==> src/rtl/bal_adc_pkg.sv <==
// Package: offsets, field positions, reset values and timing counts for the status/config bank
package bal_adc_pkg;
  // Register offsets
  localparam logic [15:0] OFS_SETTLE_FILTER = 16'h0007;
  localparam logic [15:0] OFS_START_DELAY = 16'h0008;
  localparam logic [15:0] OFS_PRI_GAIN_LO = 16'h001b;
  localparam logic [15:0] OFS_PRI_GAIN_HI_OFS = 16'h001c;
  localparam logic [15:0] OFS_SEC_GAIN_LO = 16'h001d;
  localparam logic [15:0] OFS_SEC_GAIN_HI_OFS = 16'h001e;
  localparam logic [15:0] OFS_CUR_GAIN_LO = 16'h001f;
  localparam logic [15:0] OFS_CUR_GAIN_HI_OFS = 16'h0020;
  localparam logic [15:0] OFS_BAL_STATE = 16'h052b;
  localparam logic [15:0] OFS_RUN_FLAGS = 16'h052c;
  // Reset values
  localparam logic [7:0] RST_CONF = 8'h00;
  localparam logic [7:0] RST_STATUS = 8'h00;
  // Balancing state flag positions
  localparam int BIT_BAD_CFG = 7;
  localparam int BIT_OT_PAUSE = 6;
  localparam int BIT_PAUSED = 5;
  localparam int BIT_ACTIVE = 3;
  localparam int BIT_ABORT = 2;
  localparam int BIT_FINISHED = 0;
  // Run flag positions
  localparam int BIT_FACT_DONE = 6;
  localparam int BIT_CUST_DONE = 5;
  localparam int BIT_TEMP_RUN = 4;
  localparam int BIT_VOLT_RUN = 3;
  localparam int BIT_CUR_RUN = 2;
  localparam int BIT_SEC_RUN = 1;
  localparam int BIT_PRI_RUN = 0;
  // Balancing selection limits
  localparam int MAX_BAL_CELLS = 8;
  localparam int MAX_ADJ_CELLS = 2;
  localparam int NUM_CELLS = 16;
  // Settling and delay timing, clock 100 MHz
  localparam int CLK_HZ = 100_000_000;
  localparam int SETTLE0_US = 4300;
  localparam int SETTLE1_US = 2300;
  localparam int SETTLE2_US = 1300;
  localparam int SETTLE0_CYC = SETTLE0_US * (CLK_HZ / 1_000_000);
  localparam int SETTLE1_CYC = SETTLE1_US * (CLK_HZ / 1_000_000);
  localparam int SETTLE2_CYC = SETTLE2_US * (CLK_HZ / 1_000_000);
  localparam int DLY_STEP_US = 5;
  localparam int DLY_STEP_CYC = DLY_STEP_US * (CLK_HZ / 1_000_000);
  localparam int DLY_MAX_US = 200;
  localparam logic [5:0] DLY_MAX_CODE = 6'(DLY_MAX_US / DLY_STEP_US);
  // Filter cut-off table in tenths of a hertz
  localparam logic [12:0] CUTOFF_DHZ [8] = '{13'd65, 13'd130, 13'd260, 13'd530,
                                             13'd1110, 13'd2400, 13'd6000, 13'd2400};
  typedef enum logic [1:0] {
    DLY_IDLE = 2'b00,
    DLY_WAIT = 2'b01,
    DLY_GO = 2'b11
  } dly_state_t;
endpackage : bal_adc_pkg

==> src/rtl/balance_adc_status_config.sv <==
// Balancing/run status flags and converter configuration register bank
// What this block does
// - Balancing start refused and bad-setting flag set if over eight cells selected.
// - Neighbour rule: option 0 allows two adjacent, option 1 allows none.
// - Bad-setting flag recomputed on every balancing start write of one.
// - Over-temperature pause flag set by thermistor check or die warning, after start.
// - Paused flag is one while paused by temperature or host pause control.
// - Active flag holds one while any cell balances, paused included.
// - Fault abort flag set on unmasked fault stop, cleared by start write.
// - No fault abort while paused; abort resumes when pause ends.
// - Finished flag set when all selected cells done, cleared by start write.
// - Customer and factory check finished flags set when checks complete.
// - Host read of run flags register clears both check finished flags.
// - Temperature protector active set at start, cleared on the same edge as comparators off.
// - Voltage protector active set at start, cleared on the same edge as comparators off.
// - Protector active shows on for nonzero select, off for zero select.
// - Secondary settle code 00/01/10 gives 4.3/2.3/1.3 ms; 11 reserved.
// - Cell and current filter cut-off from one 3-bit code table.
// - Converter enable delayed 0 to 200 us in 5 us steps; undefined is zero.
// - Gain trim words reset to zero, loaded from OTP when otp_valid is high, and driven out on the gain trim outputs.
// - Offset trim words reset to zero, loaded from OTP when otp_valid is high, and driven out on the offset trim outputs.
// - Primary/secondary gain is 9 bits: eight low plus one high.
// - Primary/secondary offset is a 7-bit value.
// - Current gain trim is eight low plus three high bits.
// - Current offset trim is a 5-bit value.
// - Writing one to main start begins conversion; writing zero does nothing.
`timescale 1ns/1ps
module balance_adc_status_config (
  input wire logic sys_clk,
  input wire logic rstn,
  input wire logic [15:0] reg_addr,
  input wire logic reg_wr,
  input wire logic reg_rd,
  input wire logic [7:0] reg_wdata,
  output logic [7:0] reg_rdata,
  input wire logic otp_valid,
  input wire logic [63:0] otp_image,
  input wire logic balance_start_ctl,
  input wire logic [15:0] cell_select,
  input wire logic forbid_neighbour_balancing,
  input wire logic balance_overtemp_check_enable,
  input wire logic thermistor_over_threshold,
  input wire logic die_temp_warning,
  input wire logic host_pause_ctl,
  input wire logic cells_balancing,
  input wire logic all_cells_done,
  input wire logic unmasked_fault,
  input wire logic cust_check_done,
  input wire logic fact_check_done,
  input wire logic temp_protector_start,
  input wire logic [1:0] temp_protector_select,
  input wire logic temp_protector_end,
  input wire logic volt_protector_start,
  input wire logic [1:0] volt_protector_select,
  input wire logic volt_protector_end,
  input wire logic main_conv_start,
  input wire logic cur_conv_on,
  input wire logic sec_conv_on,
  input wire logic pri_conv_on,
  output logic balance_enable,
  output logic balance_abort,
  output logic temp_comparators_on,
  output logic volt_comparators_on,
  output logic converters_enable,
  output logic [18:0] secondary_settle_cycles,
  output logic [12:0] cell_filter_cutoff,
  output logic [12:0] current_filter_cutoff,
  output logic [8:0] pri_gain_trim,
  output logic [6:0] pri_offset_trim,
  output logic [8:0] sec_gain_trim,
  output logic [6:0] sec_offset_trim,
  output logic [10:0] cur_gain_trim,
  output logic [4:0] cur_offset_trim
);
  // ==========================================================
  // Configuration registers
  logic [7:0] conf_q [8];
  logic [7:0] bal_q;
  logic [7:0] run_q;
  logic started_q;
  logic [15:0] adj2_w;
  logic [15:0] adj1_w;
  logic [4:0] cnt_w;
  logic too_many_w;
  logic adj_bad_w;
  logic bad_w;
  logic paused_w;
  logic abort_w;
  logic ot_w;
  logic [15:0] offs_w [8];
  logic rd_run_w;
  logic [7:0] rdata_d;
  logic [7:0] bal_d;
  logic [7:0] run_d;
  assign offs_w = '{bal_adc_pkg::OFS_SETTLE_FILTER, bal_adc_pkg::OFS_START_DELAY,
                    bal_adc_pkg::OFS_PRI_GAIN_LO, bal_adc_pkg::OFS_PRI_GAIN_HI_OFS,
                    bal_adc_pkg::OFS_SEC_GAIN_LO, bal_adc_pkg::OFS_SEC_GAIN_HI_OFS,
                    bal_adc_pkg::OFS_CUR_GAIN_LO, bal_adc_pkg::OFS_CUR_GAIN_HI_OFS};

  // Reset value first, OTP image lands once it is valid after release
  genvar gi;
  generate
    for (gi = 0; gi < 8; gi++) begin : g_conf
      always_ff @(posedge sys_clk or negedge rstn) begin
        if (!rstn) begin
          conf_q[gi] <= bal_adc_pkg::RST_CONF;
        end else if (otp_valid) begin
          conf_q[gi] <= otp_image[gi*8 +: 8];
        end else if (reg_wr && reg_addr == offs_w[gi]) begin
          conf_q[gi] <= reg_wdata;
        end
      end
    end
  endgenerate

  // ==========================================================
  // Balancing setting check
  assign adj1_w = cell_select & {1'b0, cell_select[15:1]};
  assign adj2_w = adj1_w & {1'b0, adj1_w[15:1]};
  always_comb begin
    cnt_w = 5'd0;
    for (int i = 0; i < bal_adc_pkg::NUM_CELLS; i++) begin
      cnt_w = cnt_w + 5'(cell_select[i]);
    end
  end
  assign too_many_w = cnt_w > 5'(bal_adc_pkg::MAX_BAL_CELLS);
  // Three in a row means more than two adjacent
  assign adj_bad_w = forbid_neighbour_balancing ? (|adj1_w) : (|adj2_w);
  assign bad_w = too_many_w | adj_bad_w;
  assign ot_w = (balance_overtemp_check_enable & thermistor_over_threshold) |
                die_temp_warning;
  assign paused_w = started_q & (bal_q[bal_adc_pkg::BIT_OT_PAUSE] | host_pause_ctl);
  // Abort is masked while paused so a hot pause cannot kill the run
  assign abort_w = started_q & cells_balancing & unmasked_fault & ~paused_w;
  assign rd_run_w = reg_rd && reg_addr == bal_adc_pkg::OFS_RUN_FLAGS;

  always_comb begin
    bal_d = bal_q;
    if (balance_start_ctl) begin
      bal_d[bal_adc_pkg::BIT_BAD_CFG] = bad_w;
      bal_d[bal_adc_pkg::BIT_ABORT] = 1'b0;
      bal_d[bal_adc_pkg::BIT_FINISHED] = 1'b0;
    end
    bal_d[bal_adc_pkg::BIT_OT_PAUSE] = started_q & ot_w;
    bal_d[bal_adc_pkg::BIT_PAUSED] = paused_w;
    bal_d[bal_adc_pkg::BIT_ACTIVE] = started_q & cells_balancing;
    if (abort_w) begin
      bal_d[bal_adc_pkg::BIT_ABORT] = 1'b1;
    end
    if (started_q && all_cells_done) begin
      bal_d[bal_adc_pkg::BIT_FINISHED] = 1'b1;
    end
  end

  always_comb begin
    run_d = run_q;
    if (rd_run_w) begin
      run_d[bal_adc_pkg::BIT_FACT_DONE] = 1'b0;
      run_d[bal_adc_pkg::BIT_CUST_DONE] = 1'b0;
    end
    // Set wins over the clear-on-read
    if (cust_check_done) begin
      run_d[bal_adc_pkg::BIT_CUST_DONE] = 1'b1;
    end
    if (fact_check_done) begin
      run_d[bal_adc_pkg::BIT_FACT_DONE] = 1'b1;
    end
    if (temp_protector_end) begin
      run_d[bal_adc_pkg::BIT_TEMP_RUN] = 1'b0;
    end
    if (temp_protector_start) begin
      run_d[bal_adc_pkg::BIT_TEMP_RUN] = |temp_protector_select;
    end
    if (volt_protector_end) begin
      run_d[bal_adc_pkg::BIT_VOLT_RUN] = 1'b0;
    end
    if (volt_protector_start) begin
      run_d[bal_adc_pkg::BIT_VOLT_RUN] = |volt_protector_select;
    end
    run_d[bal_adc_pkg::BIT_CUR_RUN] = cur_conv_on;
    run_d[bal_adc_pkg::BIT_SEC_RUN] = sec_conv_on;
    run_d[bal_adc_pkg::BIT_PRI_RUN] = pri_conv_on;
  end

  // Status registers have no write path at all
  always_ff @(posedge sys_clk or negedge rstn) begin
    if (!rstn) begin
      bal_q <= bal_adc_pkg::RST_STATUS;
      run_q <= bal_adc_pkg::RST_STATUS;
      started_q <= 1'b0;
    end else begin
      bal_q <= bal_d;
      run_q <= run_d;
      if (balance_start_ctl) begin
        started_q <= ~bad_w;
      end else if (abort_w || all_cells_done) begin
        started_q <= 1'b0;
      end
    end
  end

  // Comparators and the active flag drop on one edge, so the flag never reads off first
  always_ff @(posedge sys_clk or negedge rstn) begin
    if (!rstn) begin
      temp_comparators_on <= 1'b0;
      volt_comparators_on <= 1'b0;
    end else begin
      temp_comparators_on <= run_d[bal_adc_pkg::BIT_TEMP_RUN] & ~temp_protector_end;
      volt_comparators_on <= run_d[bal_adc_pkg::BIT_VOLT_RUN] & ~volt_protector_end;
    end
  end

  // ==========================================================
  // Conversion start delay
  bal_adc_pkg::dly_state_t st_q;
  logic [5:0] steps_q;
  logic [8:0] sub_q;
  logic [5:0] code_w;
  assign code_w = conf_q[1][5:0];
  always_ff @(posedge sys_clk or negedge rstn) begin
    if (!rstn) begin
      st_q <= bal_adc_pkg::DLY_IDLE;
      steps_q <= 6'h00;
      sub_q <= 9'h000;
    end else begin
      case (st_q)
        bal_adc_pkg::DLY_IDLE: begin
          if (main_conv_start) begin
            st_q <= bal_adc_pkg::DLY_WAIT;
            steps_q <= (code_w > bal_adc_pkg::DLY_MAX_CODE) ? 6'h00 : code_w;
            sub_q <= 9'h000;
          end
        end
        // A start seen while counting is dropped; the host waits for the enable pulse
        bal_adc_pkg::DLY_WAIT: begin
          if (steps_q == 6'h00) begin
            st_q <= bal_adc_pkg::DLY_GO;
          end else if (sub_q == 9'(bal_adc_pkg::DLY_STEP_CYC - 1)) begin
            sub_q <= 9'h000;
            steps_q <= steps_q - 6'h01;
          end else begin
            sub_q <= sub_q + 9'h001;
          end
        end
        bal_adc_pkg::DLY_GO: begin
          st_q <= bal_adc_pkg::DLY_IDLE;
        end
        default: begin
          st_q <= bal_adc_pkg::DLY_IDLE;
        end
      endcase
    end
  end

  // ==========================================================
  // Read mux and registered outputs
  always_comb begin
    rdata_d = 8'h00;
    for (int i = 0; i < 8; i++) begin
      if (reg_addr == offs_w[i]) begin
        rdata_d = conf_q[i];
      end
    end
    if (reg_addr == bal_adc_pkg::OFS_BAL_STATE) begin
      rdata_d = bal_q;
    end
    if (reg_addr == bal_adc_pkg::OFS_RUN_FLAGS) begin
      rdata_d = run_q;
    end
  end

  always_ff @(posedge sys_clk or negedge rstn) begin
    if (!rstn) begin
      reg_rdata <= 8'h00;
      balance_enable <= 1'b0;
      balance_abort <= 1'b0;
      converters_enable <= 1'b0;
      secondary_settle_cycles <= 19'h00000;
      cell_filter_cutoff <= 13'h0000;
      current_filter_cutoff <= 13'h0000;
      pri_gain_trim <= 9'h000;
      pri_offset_trim <= 7'h00;
      sec_gain_trim <= 9'h000;
      sec_offset_trim <= 7'h00;
      cur_gain_trim <= 11'h000;
      cur_offset_trim <= 5'h00;
    end else begin
      if (reg_rd) begin
        reg_rdata <= rdata_d;
      end
      balance_enable <= started_q & ~paused_w & ~abort_w;
      balance_abort <= abort_w;
      converters_enable <= st_q == bal_adc_pkg::DLY_GO;
      // Reserved code falls back to the longest settle, the safe choice
      case (conf_q[0][7:6])
        2'b00: secondary_settle_cycles <= 19'(bal_adc_pkg::SETTLE0_CYC);
        2'b01: secondary_settle_cycles <= 19'(bal_adc_pkg::SETTLE1_CYC);
        2'b10: secondary_settle_cycles <= 19'(bal_adc_pkg::SETTLE2_CYC);
        default: secondary_settle_cycles <= 19'(bal_adc_pkg::SETTLE0_CYC);
      endcase
      cell_filter_cutoff <= bal_adc_pkg::CUTOFF_DHZ[conf_q[0][2:0]];
      current_filter_cutoff <= bal_adc_pkg::CUTOFF_DHZ[conf_q[0][5:3]];
      pri_gain_trim <= {conf_q[3][7], conf_q[2]};
      pri_offset_trim <= conf_q[3][6:0];
      sec_gain_trim <= {conf_q[5][7], conf_q[4]};
      sec_offset_trim <= conf_q[5][6:0];
      cur_gain_trim <= {conf_q[7][7:5], conf_q[6]};
      cur_offset_trim <= conf_q[7][4:0];
    end
  end
endmodule : balance_adc_status_config
==> config.mk <==
export PLATFORM = sky130hd
export DESIGN_NAME = balance_adc_status_config
export DESIGN_NICKNAME = d
export VERILOG_FILES = /design/src/rtl/bal_adc_pkg.sv /design/src/rtl/balance_adc_status_config.sv
export SDC_FILE = /design/constraint.sdc
export NUM_CORES = 1
export LEC_CHECK = 0
export BUFFER_PORTS_ARGS = -buffer_cell sky130_fd_sc_hd__buf_2
export CAP_MARGIN = 20
export CORE_ASPECT_RATIO = 1.75
export CORE_MARGIN = 2
export CORE_UTILIZATION = 50
export CTS_CLUSTER_DIAMETER = 80
export DETAILED_ROUTE_END_ITERATION = 8
export PLACE_DENSITY = 0.87
export REMOVE_ABC_BUFFERS = 1
export SLEW_MARGIN = 25
export SYNTH_ARGS = -nofsm -noshare
export SYNTH_HDL_FRONTEND = slang
export SYNTH_SLANG_ARGS = --single-unit
==> constraint.sdc <==
create_clock -name sys_clk -period 2.8 [get_ports sys_clk]
set_input_delay 0.56 -clock sys_clk [delete_from_list [all_inputs] [get_ports sys_clk]]
set_output_delay 0.56 -clock sys_clk [all_outputs]
set_load 0.005 [all_outputs]
==> flow_summary.json, run 1 <==
{
  "cp_max_fo": 2,
  "io_buffers": 231,
  "post-route-min-period_ns": 3.51,
  "finalNetCount": 1215,
  "synth_edf_count": 0,
  "fp.dieArea_um2": 18400,
  "path_clk_slew_ns": 0.07,
  "hold_violations": 0,
  "tns_ns": -1.33,
  "drv_slew": 0,
  "die_w_um": 103,
  "dp_slack_ns": -1.23,
  "first_pass_iters": 5,
  "antenna_found_initial": 0,
  "met3_usage": 0.0666,
  "maxCapViolations": 0,
  "setup_viol": 2,
  "htreeDepth": 4,
  "rr_worst_depth": 6,
  "gp_congestion": 0.946,
  "ant_nets": 0,
  "netlist_area_um2": 8640,
  "cts_tree": "yes",
  "drive_above_1_share": 0.322,
  "setup_slack_ns": -0.713,
  "violations": "setup timing",
  "clock_latency_ns": 0.44,
  "required_ns": 3.13,
  "dp_hpwl_um": 19200,
  "wl_um": 25000,
  "initial_core_util": 0.510,
  "numCtsBuffers": 17,
  "ys.flop_type": "dfrtp_1",
  "synth-async-reset-ratio": 1.00,
  "grt_pass1_vias": 7565,
  "seqCellArea_um2": 4650,
  "grt_pass1_wl_um": 38800,
  "vias_per_cell": 5.54,
  "fin_crit_sh": 1.25,
  "cts_root_buf": "clkbuf_16",
  "mostFrequentLayoutCells": "buf_2 (223), dfrtp_1 (186), nand2_1 (99)",
  "syn_area_per_cell_um2": 10.6,
  "busiest_layer": "met2",
  "yosysWarnings": 0,
  "drtIter0Drc": 436,
  "power.density_nw_per_um2": 649,
  "die_y_um": 178,
  "drcViolationCount": 0,
  "slew_headroom": 0.271,
  "cp-end-kind": "flop",
  "worst_pin_slew_ns": 1.08,
  "overflow": 0,
  "start_kind": "input port",
  "hp-class": "in2async",
  "hold_buffers": 0,
  "synth.ff_latch_count": 186,
  "layout_commonest_cell": "buf_2",
  "fp-row-count": 63,
  "p_leak_nw": 5.32,
  "grt_max_degree": 72,
  "crit_arrival_ns": 3.84,
  "cts.sinks": 186,
  "ys_types": 60,
  "fin_total_pwr_w": 0.00703,
  "yosysSeqAreaShare": 0.539,
  "met2_usage": 0.494,
  "cts_buffer_depth": 2,
  "status": "finished, violations left",
  "ir_drop_v": 0.000337,
  "grt_usage": 0.283,
  "multi_input_area_um2": 3580,
  "n_fill_cell": 1367,
  "routedWlPerCell_um": 19.2,
  "skew_ns": 0.00606,
  "io_pins": 238,
  "max_freq_mhz": 285,
  "synth_cells": 817,
  "coreArea_um2": 16900,
  "vias": 7213,
  "use_met1": 0.293,
  "path_class": "in2reg",
  "rsz0062_at_grt": "true",
  "area_growth_pct": 25.3
}
## cell type report
class | count | area share
repair buffers | 277 | 0.146
inverters | 43 | 0.0151
clock inverters | 15 | 0.0124
clock buffers | 17 | 0.0393
multi-input cells | 536 | 0.331
diodes | 1 | 0.000231
well taps | 227 | 0.0262
flip-flops and latches | 186 | 0.430
## Yosys cell counts (7+ instances only)
| cell | number | area, µm² |
|---|---|---|
| a21oi_1 | 29 | 145 |
| a22oi_1 | 12 | 90.1 |
| and2_1 | 8 | 50.1 |
| buf_4 | 16 | 120 |
| clkbuf_1 | 35 | 131 |
| dfrtp_1 | 186 | 4650 |
| fa_1 | 10 | 200 |
| ha_1 | 12 | 150 |
| inv_1 | 43 | 161 |
| mux2_2 | 7 | 78.8 |
| mux2i_1 | 66 | 661 |
| nand2_1 | 99 | 372 |
| nand2b_1 | 11 | 68.8 |
| nand3_1 | 9 | 45.0 |
| nor2_1 | 29 | 109 |
| nor2b_1 | 14 | 87.6 |
| nor3_1 | 9 | 45.0 |
| nor4_1 | 8 | 50.1 |
| o21a_1 | 8 | 60.1 |
| o21ai_0 | 84 | 420 |
| o21ai_1 | 19 | 95.1 |
| o22ai_1 | 10 | 62.6 |
## repair_timing
item | in CTS | in global routing
gates cloned | 0 | 0
setup endpoints to repair | 2 | 2
resized for setup | 10 | 8
buffers inserted | 3 | 0
pin swaps | 10 | 9
## routing by layer
layer	up-vias	part of all wire
met2	342	0.53
li1	3308	-
met4	0	0.067
met1	3459	0.34
met3	104	0.069
met5	-	0
## state kept, by name, indices dropped and copies added (netlist names), 2 cells and up
| name | count |
|---|---|
| code_w | 6 |
| reg_rdata | 8 |
| current_filter_cutoff | 12 |
| pri_gain_trim | 9 |
| sec_offset_trim | 7 |
| conf_q | 58 |
| st_q | 2 |
| steps_q | 6 |
| sub_q | 9 |
| cell_filter_cutoff | 12 |
| secondary_settle_cycles | 6 |
| cur_offset_trim | 5 |
| run_q | 7 |
| bal_q | 6 |
| sec_gain_trim | 9 |
| cur_gain_trim | 11 |
| pri_offset_trim | 7 |
## power breakdown
| part | internal, W | switching [W] | total, W |
|---|---|---|---|
| Combinational | 0.000666 | 0.000829 | 0.00150 |
| Clock | 0.00117 | 0.00112 | 0.00230 |
| Sequential | 0.00299 | 0.000240 | 0.00323 |
| Total | 0.00483 | 0.00219 | 0.00703 |
## worst max-delay path, cell delays in order
cell and delay (ns):
buf_8 0.08, inv_4 0.03, fa_1 0.55, fa_1 0.44, fa_1 0.54, fa_1 0.41, inv_1 0.07, ha_2 0.18
inv_2 0.05, fa_2 0.55, nand3b_1 0.07, nand2_1 0.07, nand3_2 0.07, o22a_1 0.17
## final timing paths
check	start	slack, ns	end
hold reg to reg	conf_q[32]	0.40	pri_offset_trim[0]
min in group sys_clk	pri_conv_on	0.22	run_q[0]
setup reg to reg	st_q[1]	0.25	steps_q[4]
setup / recovery	cell_select[3]	-0.71	bal_q[7]
max in group asynchronous	rstn	1.98	conf_q[31]
hold / removal	rstn	0.1	secondary_settle_cycles[16]
## logic make-up (layout without fill, tap and decap cells)
logic type / count (synthesis) / in the layout / synth area share
buffers and inverters: 100 / 352 / 0.0510
other: 2 / 8 / 0.000870
AND/OR/NAND/NOR: 231 / 231 / 0.140
XOR/XNOR: 7 / 7 / 0.00710
adder cells (fa/ha/maj): 22 / 22 / 0.0406
flip-flops: 186 / 186 / 0.539
multiplexers: 74 / 74 / 0.0882
AO/OA/AOI/OAI: 195 / 195 / 0.134
## stage by stage
step                      instance area (µm²)  std cells  hold WS (ns)  utilization
after floorplan                          8380        765         0.264            -
after global placement                  10200       1266         0.375        0.600
after detailed placement                10200       1266         0.382        0.600
after CTS                               10800       1301         0.126        0.637
after global routing                    10800       1301         0.147        0.638
final                                   10800       1302        0.0982        0.639
No activity file was read; power rests on OpenSTA's default activity.
==> run 2, diff against run 1 <==
==> constraint.sdc (replaced) <==
create_clock -name sys_clk -period 2.8 [get_ports sys_clk]
set_input_delay 0.42 -clock sys_clk [delete_from_list [all_inputs] [get_ports sys_clk]]
set_output_delay 0.42 -clock sys_clk [all_outputs]
set_load 0.005 [all_outputs]
==> flow_summary.json, run 2 (synthesis results as in run 1) <==
{
  "status": "finished, violations left",
  "violations": "hold timing, setup timing",
  "drcViolationCount": 0,
  "hp-class": "in2async",
  "reg2reg_from": "steps_q[0]",
  "maxCapViolations": 0,
  "path_clk_slew_ns": 0.08,
  "setup_slack_ns": -0.579,
  "cts_root_buf": "clkbuf_16",
  "numCtsBuffers": 17,
  "setup_viol": 2,
  "io_buffers": 231,
  "dp_hpwl_um": 18600,
  "p_leak_nw": 5.35,
  "rr_worst_depth": 7,
  "vias": 7392,
  "grt_pass1_wl_um": 38100,
  "io_pins": 238,
  "max_freq_mhz": 296,
  "finalNetCount": 1213,
  "cp_max_fo": 2,
  "ant_nets": 0,
  "initial_core_util": 0.510,
  "path_class": "in2reg",
  "antenna_found_initial": 3,
  "overflow": 0,
  "gp_congestion": 0.969,
  "n_fill_cell": 1307,
  "rsz0062_at_grt": "true",
  "drv_slew": 0,
  "skew_ns": 0.00786,
  "dp_slack_ns": -1.11,
  "fp-row-count": 63,
  "htreeDepth": 4,
  "ir_drop_v": 0.000387,
  "wl_um": 24800,
  "drtIter0Drc": 545,
  "mostFrequentLayoutCells": "buf_2 (224), dfrtp_1 (186), nand2_1 (99)",
  "dpl.cell_count": 1264,
  "use_met1": 0.293,
  "instances_no_fill": 1301,
  "layout_commonest_cell": "buf_2",
  "grt_pass1_vias": 7378,
  "power.density_nw_per_um2": 668,
  "worst_pin_slew_ns": 0.786,
  "vias_per_cell": 5.68,
  "busiest_layer": "met2",
  "fp.dieArea_um2": 18400,
  "first_pass_iters": 6,
  "met3_usage": 0.0630,
  "fin_crit_sh": 1.21,
  "met2_usage": 0.480,
  "largest_register_ffs": 58,
  "r2r-end": "steps_q[5]",
  "regMostFlops": "conf_q",
  "grt_usage": 0.276,
  "area_growth_pct": 26.1,
  "hold_buffers": 0,
  "reg_top3": "conf_q (58), cell_filter_cutoff (12), current_filter_cutoff (12)",
  "cts_tree": "yes",
  "multi_input_area_um2": 3590,
  "routedWlPerCell_um": 19.1,
  "hold_violations": 22,
  "cts.sinks": 186,
  "required_ns": 3.13,
  "coreArea_um2": 16900,
  "clock_latency_ns": 0.44,
  "whs_ns": -0.0116,
  "grt_max_degree": 77,
  "post-route-min-period_ns": 3.38,
  "die_y_um": 178,
  "cts_buffer_depth": 2,
  "regToRegSetupSlack_ns": 0.37,
  "cp-end-kind": "flop",
  "crit_arrival_ns": 3.71,
  "drive_above_1_share": 0.324,
  "slew_headroom": 0.469,
  "seqCellArea_um2": 4650,
  "start_kind": "input port",
  "die_w_um": 103
}
-- run 2: cell types whose count changed in the layout (fill, tap and decap cells not counted), moves of 2 or more --
| cell | before | now |
|---|---|---|
| buf_4 | 45 | 43 |
| buf_6 | 5 | 3 |
| bufinv_16 | 0 | 2 |
| clkinv_2 | 2 | 0 |
| clkinv_4 | 3 | 1 |
| clkinv_8 | 0 | 2 |
| clkinvlp_4 | 2 | 0 |
| inv_1 | 37 | 35 |
| inv_6 | 3 | 5 |
-- run 2: how the worst max path moves through the flow --
stage	from	slack [ns]	depth (start not counted)	to
after floorplan	cell_select[0]	-0.85	14	bal_q[7]
after global placement	cell_select[0]	-1.06	15	bal_q[7]
after detailed placement	cell_select[0]	-1.11	15	bal_q[7]
after CTS	cell_select[15]	-0.55	14	bal_q[7]
after global routing	cell_select[3]	-0.66	14	bal_q[7]
final	cell_select[5]	-0.58	14	bal_q[7]
-- run 2: report_power, final --
group	switching, W	internal, W	total, W
combinational	0.000830	0.000669	0.00150
sequential	0.000251	0.00299	0.00324
clock	0.00116	0.00138	0.00253
-- run 2: critical path: stages --
cell and delay, ns:
buf_2 0.09, inv_2 0.05, fa_1 0.55, fa_1 0.44, fa_1 0.54, fa_1 0.42, inv_2 0.07, ha_4 0.12
inv_2 0.04, fa_2 0.51, nand3b_1 0.08, nand2_1 0.09, nand3_2 0.10, o22a_1 0.19
-- run 2: per-layer routing --
metal / vias up / routed length [µm]
met2: 407 / 12900
met1: 3541 / 8530
met4: 2 / 1610
met3: 123 / 1770
li1: 3319 / -
met5: - / 8
-- run 2: metrics by stage --
| stage | instance area [µm²] | total power [W] | setup TNS, ns | utilization |
|---|---|---|---|---|
| floorplan | 8380 | 0.00402 | -1.62 | - |
| detailed placement | 10200 | 0.00468 | -2.17 | 0.600 |
| CTS | 10800 | 0.00724 | -0.995 | 0.640 |
| global route | 10900 | 0.00761 | -1.23 | 0.642 |
| global placement | 10200 | 0.00461 | -2.04 | 0.600 |
| finish | 10900 | 0.00727 | -1.07 | 0.643 |
-- run 2: cell type report --
cell class,count,share of cell area
diodes,2,0.000460
clock buffers,17,0.0391
clock inverters,15,0.0185
inverters,43,0.0153
multi-input cells,536,0.330
flip-flops and latches,186,0.427
well taps,227,0.0261
repair buffers,275,0.143
-- run 2: what timing repair did --
item,in CTS,in global routing
gates resized for setup,14,9
setup endpoints to repair,2,2
setup buffers,2,1
pin swaps,11,6
==> run 3, diff against run 2 <==
--- a/config.mk
+++ b/config.mk
@@ -9,10 +9,10 @@
 export CAP_MARGIN = 20
 export CORE_ASPECT_RATIO = 1.75
 export CORE_MARGIN = 2
-export CORE_UTILIZATION = 50
+export CORE_UTILIZATION = 45
 export CTS_CLUSTER_DIAMETER = 80
 export DETAILED_ROUTE_END_ITERATION = 8
-export PLACE_DENSITY = 0.87
+export PLACE_DENSITY = 0.8
 export REMOVE_ABC_BUFFERS = 1
 export SLEW_MARGIN = 25
 export SYNTH_ARGS = -nofsm -noshare
==> flow_summary.json, run 3 (synthesis results as in run 1) <==
{
  "status": "finished, violations left",
  "violations": "setup timing",
  "cpPeakStageDelay_ns": 0.58,
  "power.density_nw_per_um2": 650,
  "path_buf_inv": 4,
  "die_w_um": 109,
  "io_buffers": 231,
  "gp_congestion": 0.940,
  "cp_top_family": "adder cells",
  "vias": 7194,
  "htreeDepth": 4,
  "vias_per_cell": 5.49,
  "mostFrequentLayoutCells": "buf_2 (224), dfrtp_1 (186), nand2_1 (99)",
  "required_ns": 3.13,
  "fp-row-count": 67,
  "cts_root_buf": "clkbuf_16",
  "wl_um": 24700,
  "routedWlPerCell_um": 18.9,
  "crit_arrival_ns": 3.75,
  "overflow": 0,
  "cp_max_fo": 2,
  "path_clk_slew_ns": 0.07,
  "cts.sinks": 186,
  "post-route-min-period_ns": 3.42,
  "largest_register_ffs": 58,
  "rr_worst_depth": 7,
  "die_y_um": 187,
  "crit_cells": 15,
  "crit_end": "bal_q[7]",
  "reg_top3": "conf_q (58), cell_filter_cutoff (12), current_filter_cutoff (12)",
  "finalNetCount": 1209,
  "first_pass_iters": 5,
  "grt_max_degree": 75,
  "critPathSlowestCell": "fa_1",
  "dp_hpwl_um": 19000,
  "path_class": "in2reg",
  "io_pins": 238,
  "hp-class": "in2reg",
  "layout_commonest_cell": "buf_2",
  "grt_usage": 0.249,
  "ir_drop_v": 0.000475,
  "cp_common_cell": "fa_1",
  "crit_path_start": "cell_select[3]",
  "path_cells": "buf_8 -> inv_4 -> fa_1 -> fa_1 -> fa_1 -> fa_1 -> inv_1 -> ha_2 -> inv_2 -> fa_2 -> xor2_1 -> nand3b_1 -> nand2_1 -> nand3_2 -> o22a_1",
  "skew_ns": 0.00949,
  "drv_slew": 0,
  "cts_tree": "yes",
  "dp_slack_ns": -1.18,
  "clock_latency_ns": 0.44,
  "slew_headroom": 0.490,
  "regToRegSetupSlack_ns": 0.44,
  "worstHoldStart": "cur_conv_on",
  "fin_util": 0.567,
  "numCtsBuffers": 17,
  "ant_nets": 0,
  "cp-end-kind": "flop",
  "fp.dieArea_um2": 20400,
  "place_area_um2": 10200,
  "setup_viol": 2,
  "finish.instance_area_um2": 10800,
  "initial_core_util": 0.454,
  "fin_crit_sh": 1.22,
  "rsz0062_at_grt": "true",
  "setup_slack_ns": -0.620,
  "drcViolationCount": 0,
  "drtIter0Drc": 424,
  "whs_ns": 0.0824,
  "r2r-end": "steps_q[5]",
  "cts_buffer_depth": 2,
  "drive_above_1_share": 0.317,
  "reg2reg_from": "steps_q[0]",
  "maxCapViolations": 0,
  "p_leak_nw": 5.29,
  "regMostFlops": "conf_q",
  "area_growth_pct": 24.9,
  "coreArea_um2": 19000,
  "start_kind": "input port",
  "antenna_found_initial": 3,
  "hold_violations": 0,
  "max_freq_mhz": 292,
  "grt_pass1_wl_um": 38400,
  "n_fill_cell": 1615,
  "grt_pass1_vias": 7331,
  "worst_pin_slew_ns": 0.755
}
run 3: cell count changes in the layout (fill, tap and decap cells not counted), moves of 2 or more:
cell        before  now
clkinv_2         0    2
clkinv_8         2    0
buf_4           43   38
clkinvlp_4       0    2
bufinv_16        2    0
run 3: layer usage:
layer | up-vias | GRT usage | wire [µm]
met5 | - | 0 | 13
met4 | 2 | 0.138 | 1340
met3 | 80 | 0.0537 | 1600
met2 | 325 | 0.443 | 13300
met1 | 3484 | 0.266 | 8490
li1 | 3303 | - | -
run 3: final cells by class:
| class | instances | area (µm²) | share of cell area |
|---|---|---|---|
| Timing Repair Buffer | 271 | 1530 | 0.142 |
| Inverter | 43 | 166 | 0.0154 |
| Multi-Input combinational cell | 536 | 3570 | 0.331 |
| Sequential cell | 186 | 4650 | 0.432 |
| Antenna cell | 2 | 5.00 | 0.000464 |
| Clock buffer | 17 | 425 | 0.0394 |
| Clock inverter | 15 | 131 | 0.0122 |
| Tap cell | 241 | 302 | 0.0280 |
run 3: report_power, final:
part | switching (W) | internal (W) | leakage [nW] | total [W]
sequential | 0.000241 | 0.00299 | 2.29 | 0.00323
clock | 0.00113 | 0.00117 | 0.273 | 0.00230
combinational | 0.000817 | 0.000655 | 2.72 | 0.00147
total | 0.00219 | 0.00482 | 5.29 | 0.00701
run 3: worst register-to-register path: stages (launching register included):
cell	delay [ns]
dfrtp_1	0.40
inv_1	0.11
ha_1	0.23
and3_1	0.17
nor3_1	0.51
nand2_1	0.37
o21a_1	0.26
a31o_2	0.20
run 3: stage by stage:
stage	setup TNS, ns	std cells	total power, W
3_3_place_gp	-2.02	1275	0.00460
3_5_place_dp	-2.28	1275	0.00470
5_1_grt	-1.40	1311	0.00737
6_report	-1.19	1311	0.00701
4_1_cts	-1.21	1308	0.00702
2_1_floorplan	-1.62	765	0.00402
run 3: worst min-delay path by stage:
| stage | cells after the start | slack [ns] | endpoint |
|---|---|---|---|
| 6_report | 1 | 0.08 | run_q[2] |
| 5_1_grt | 1 | 0.08 | run_q[1] |
| 4_1_cts | 1 | 0.07 | run_q[2] |
| 3_5_place_dp | 0 | 0.38 | sec_gain_trim[2] |
| 3_3_place_gp | 0 | 0.38 | sec_gain_trim[5] |
| 2_1_floorplan | 0 | 0.12 | bal_q[0] |
run 3: what timing repair did:
action / CTS / global route
pin swaps: 11 / 9
endpoints found under the hold margin: 49 / 0
setup endpoints to repair: 2 / 2
hold buffers: 1 / 0
gates resized for setup: 11 / 7
setup buffers: 0 / 1
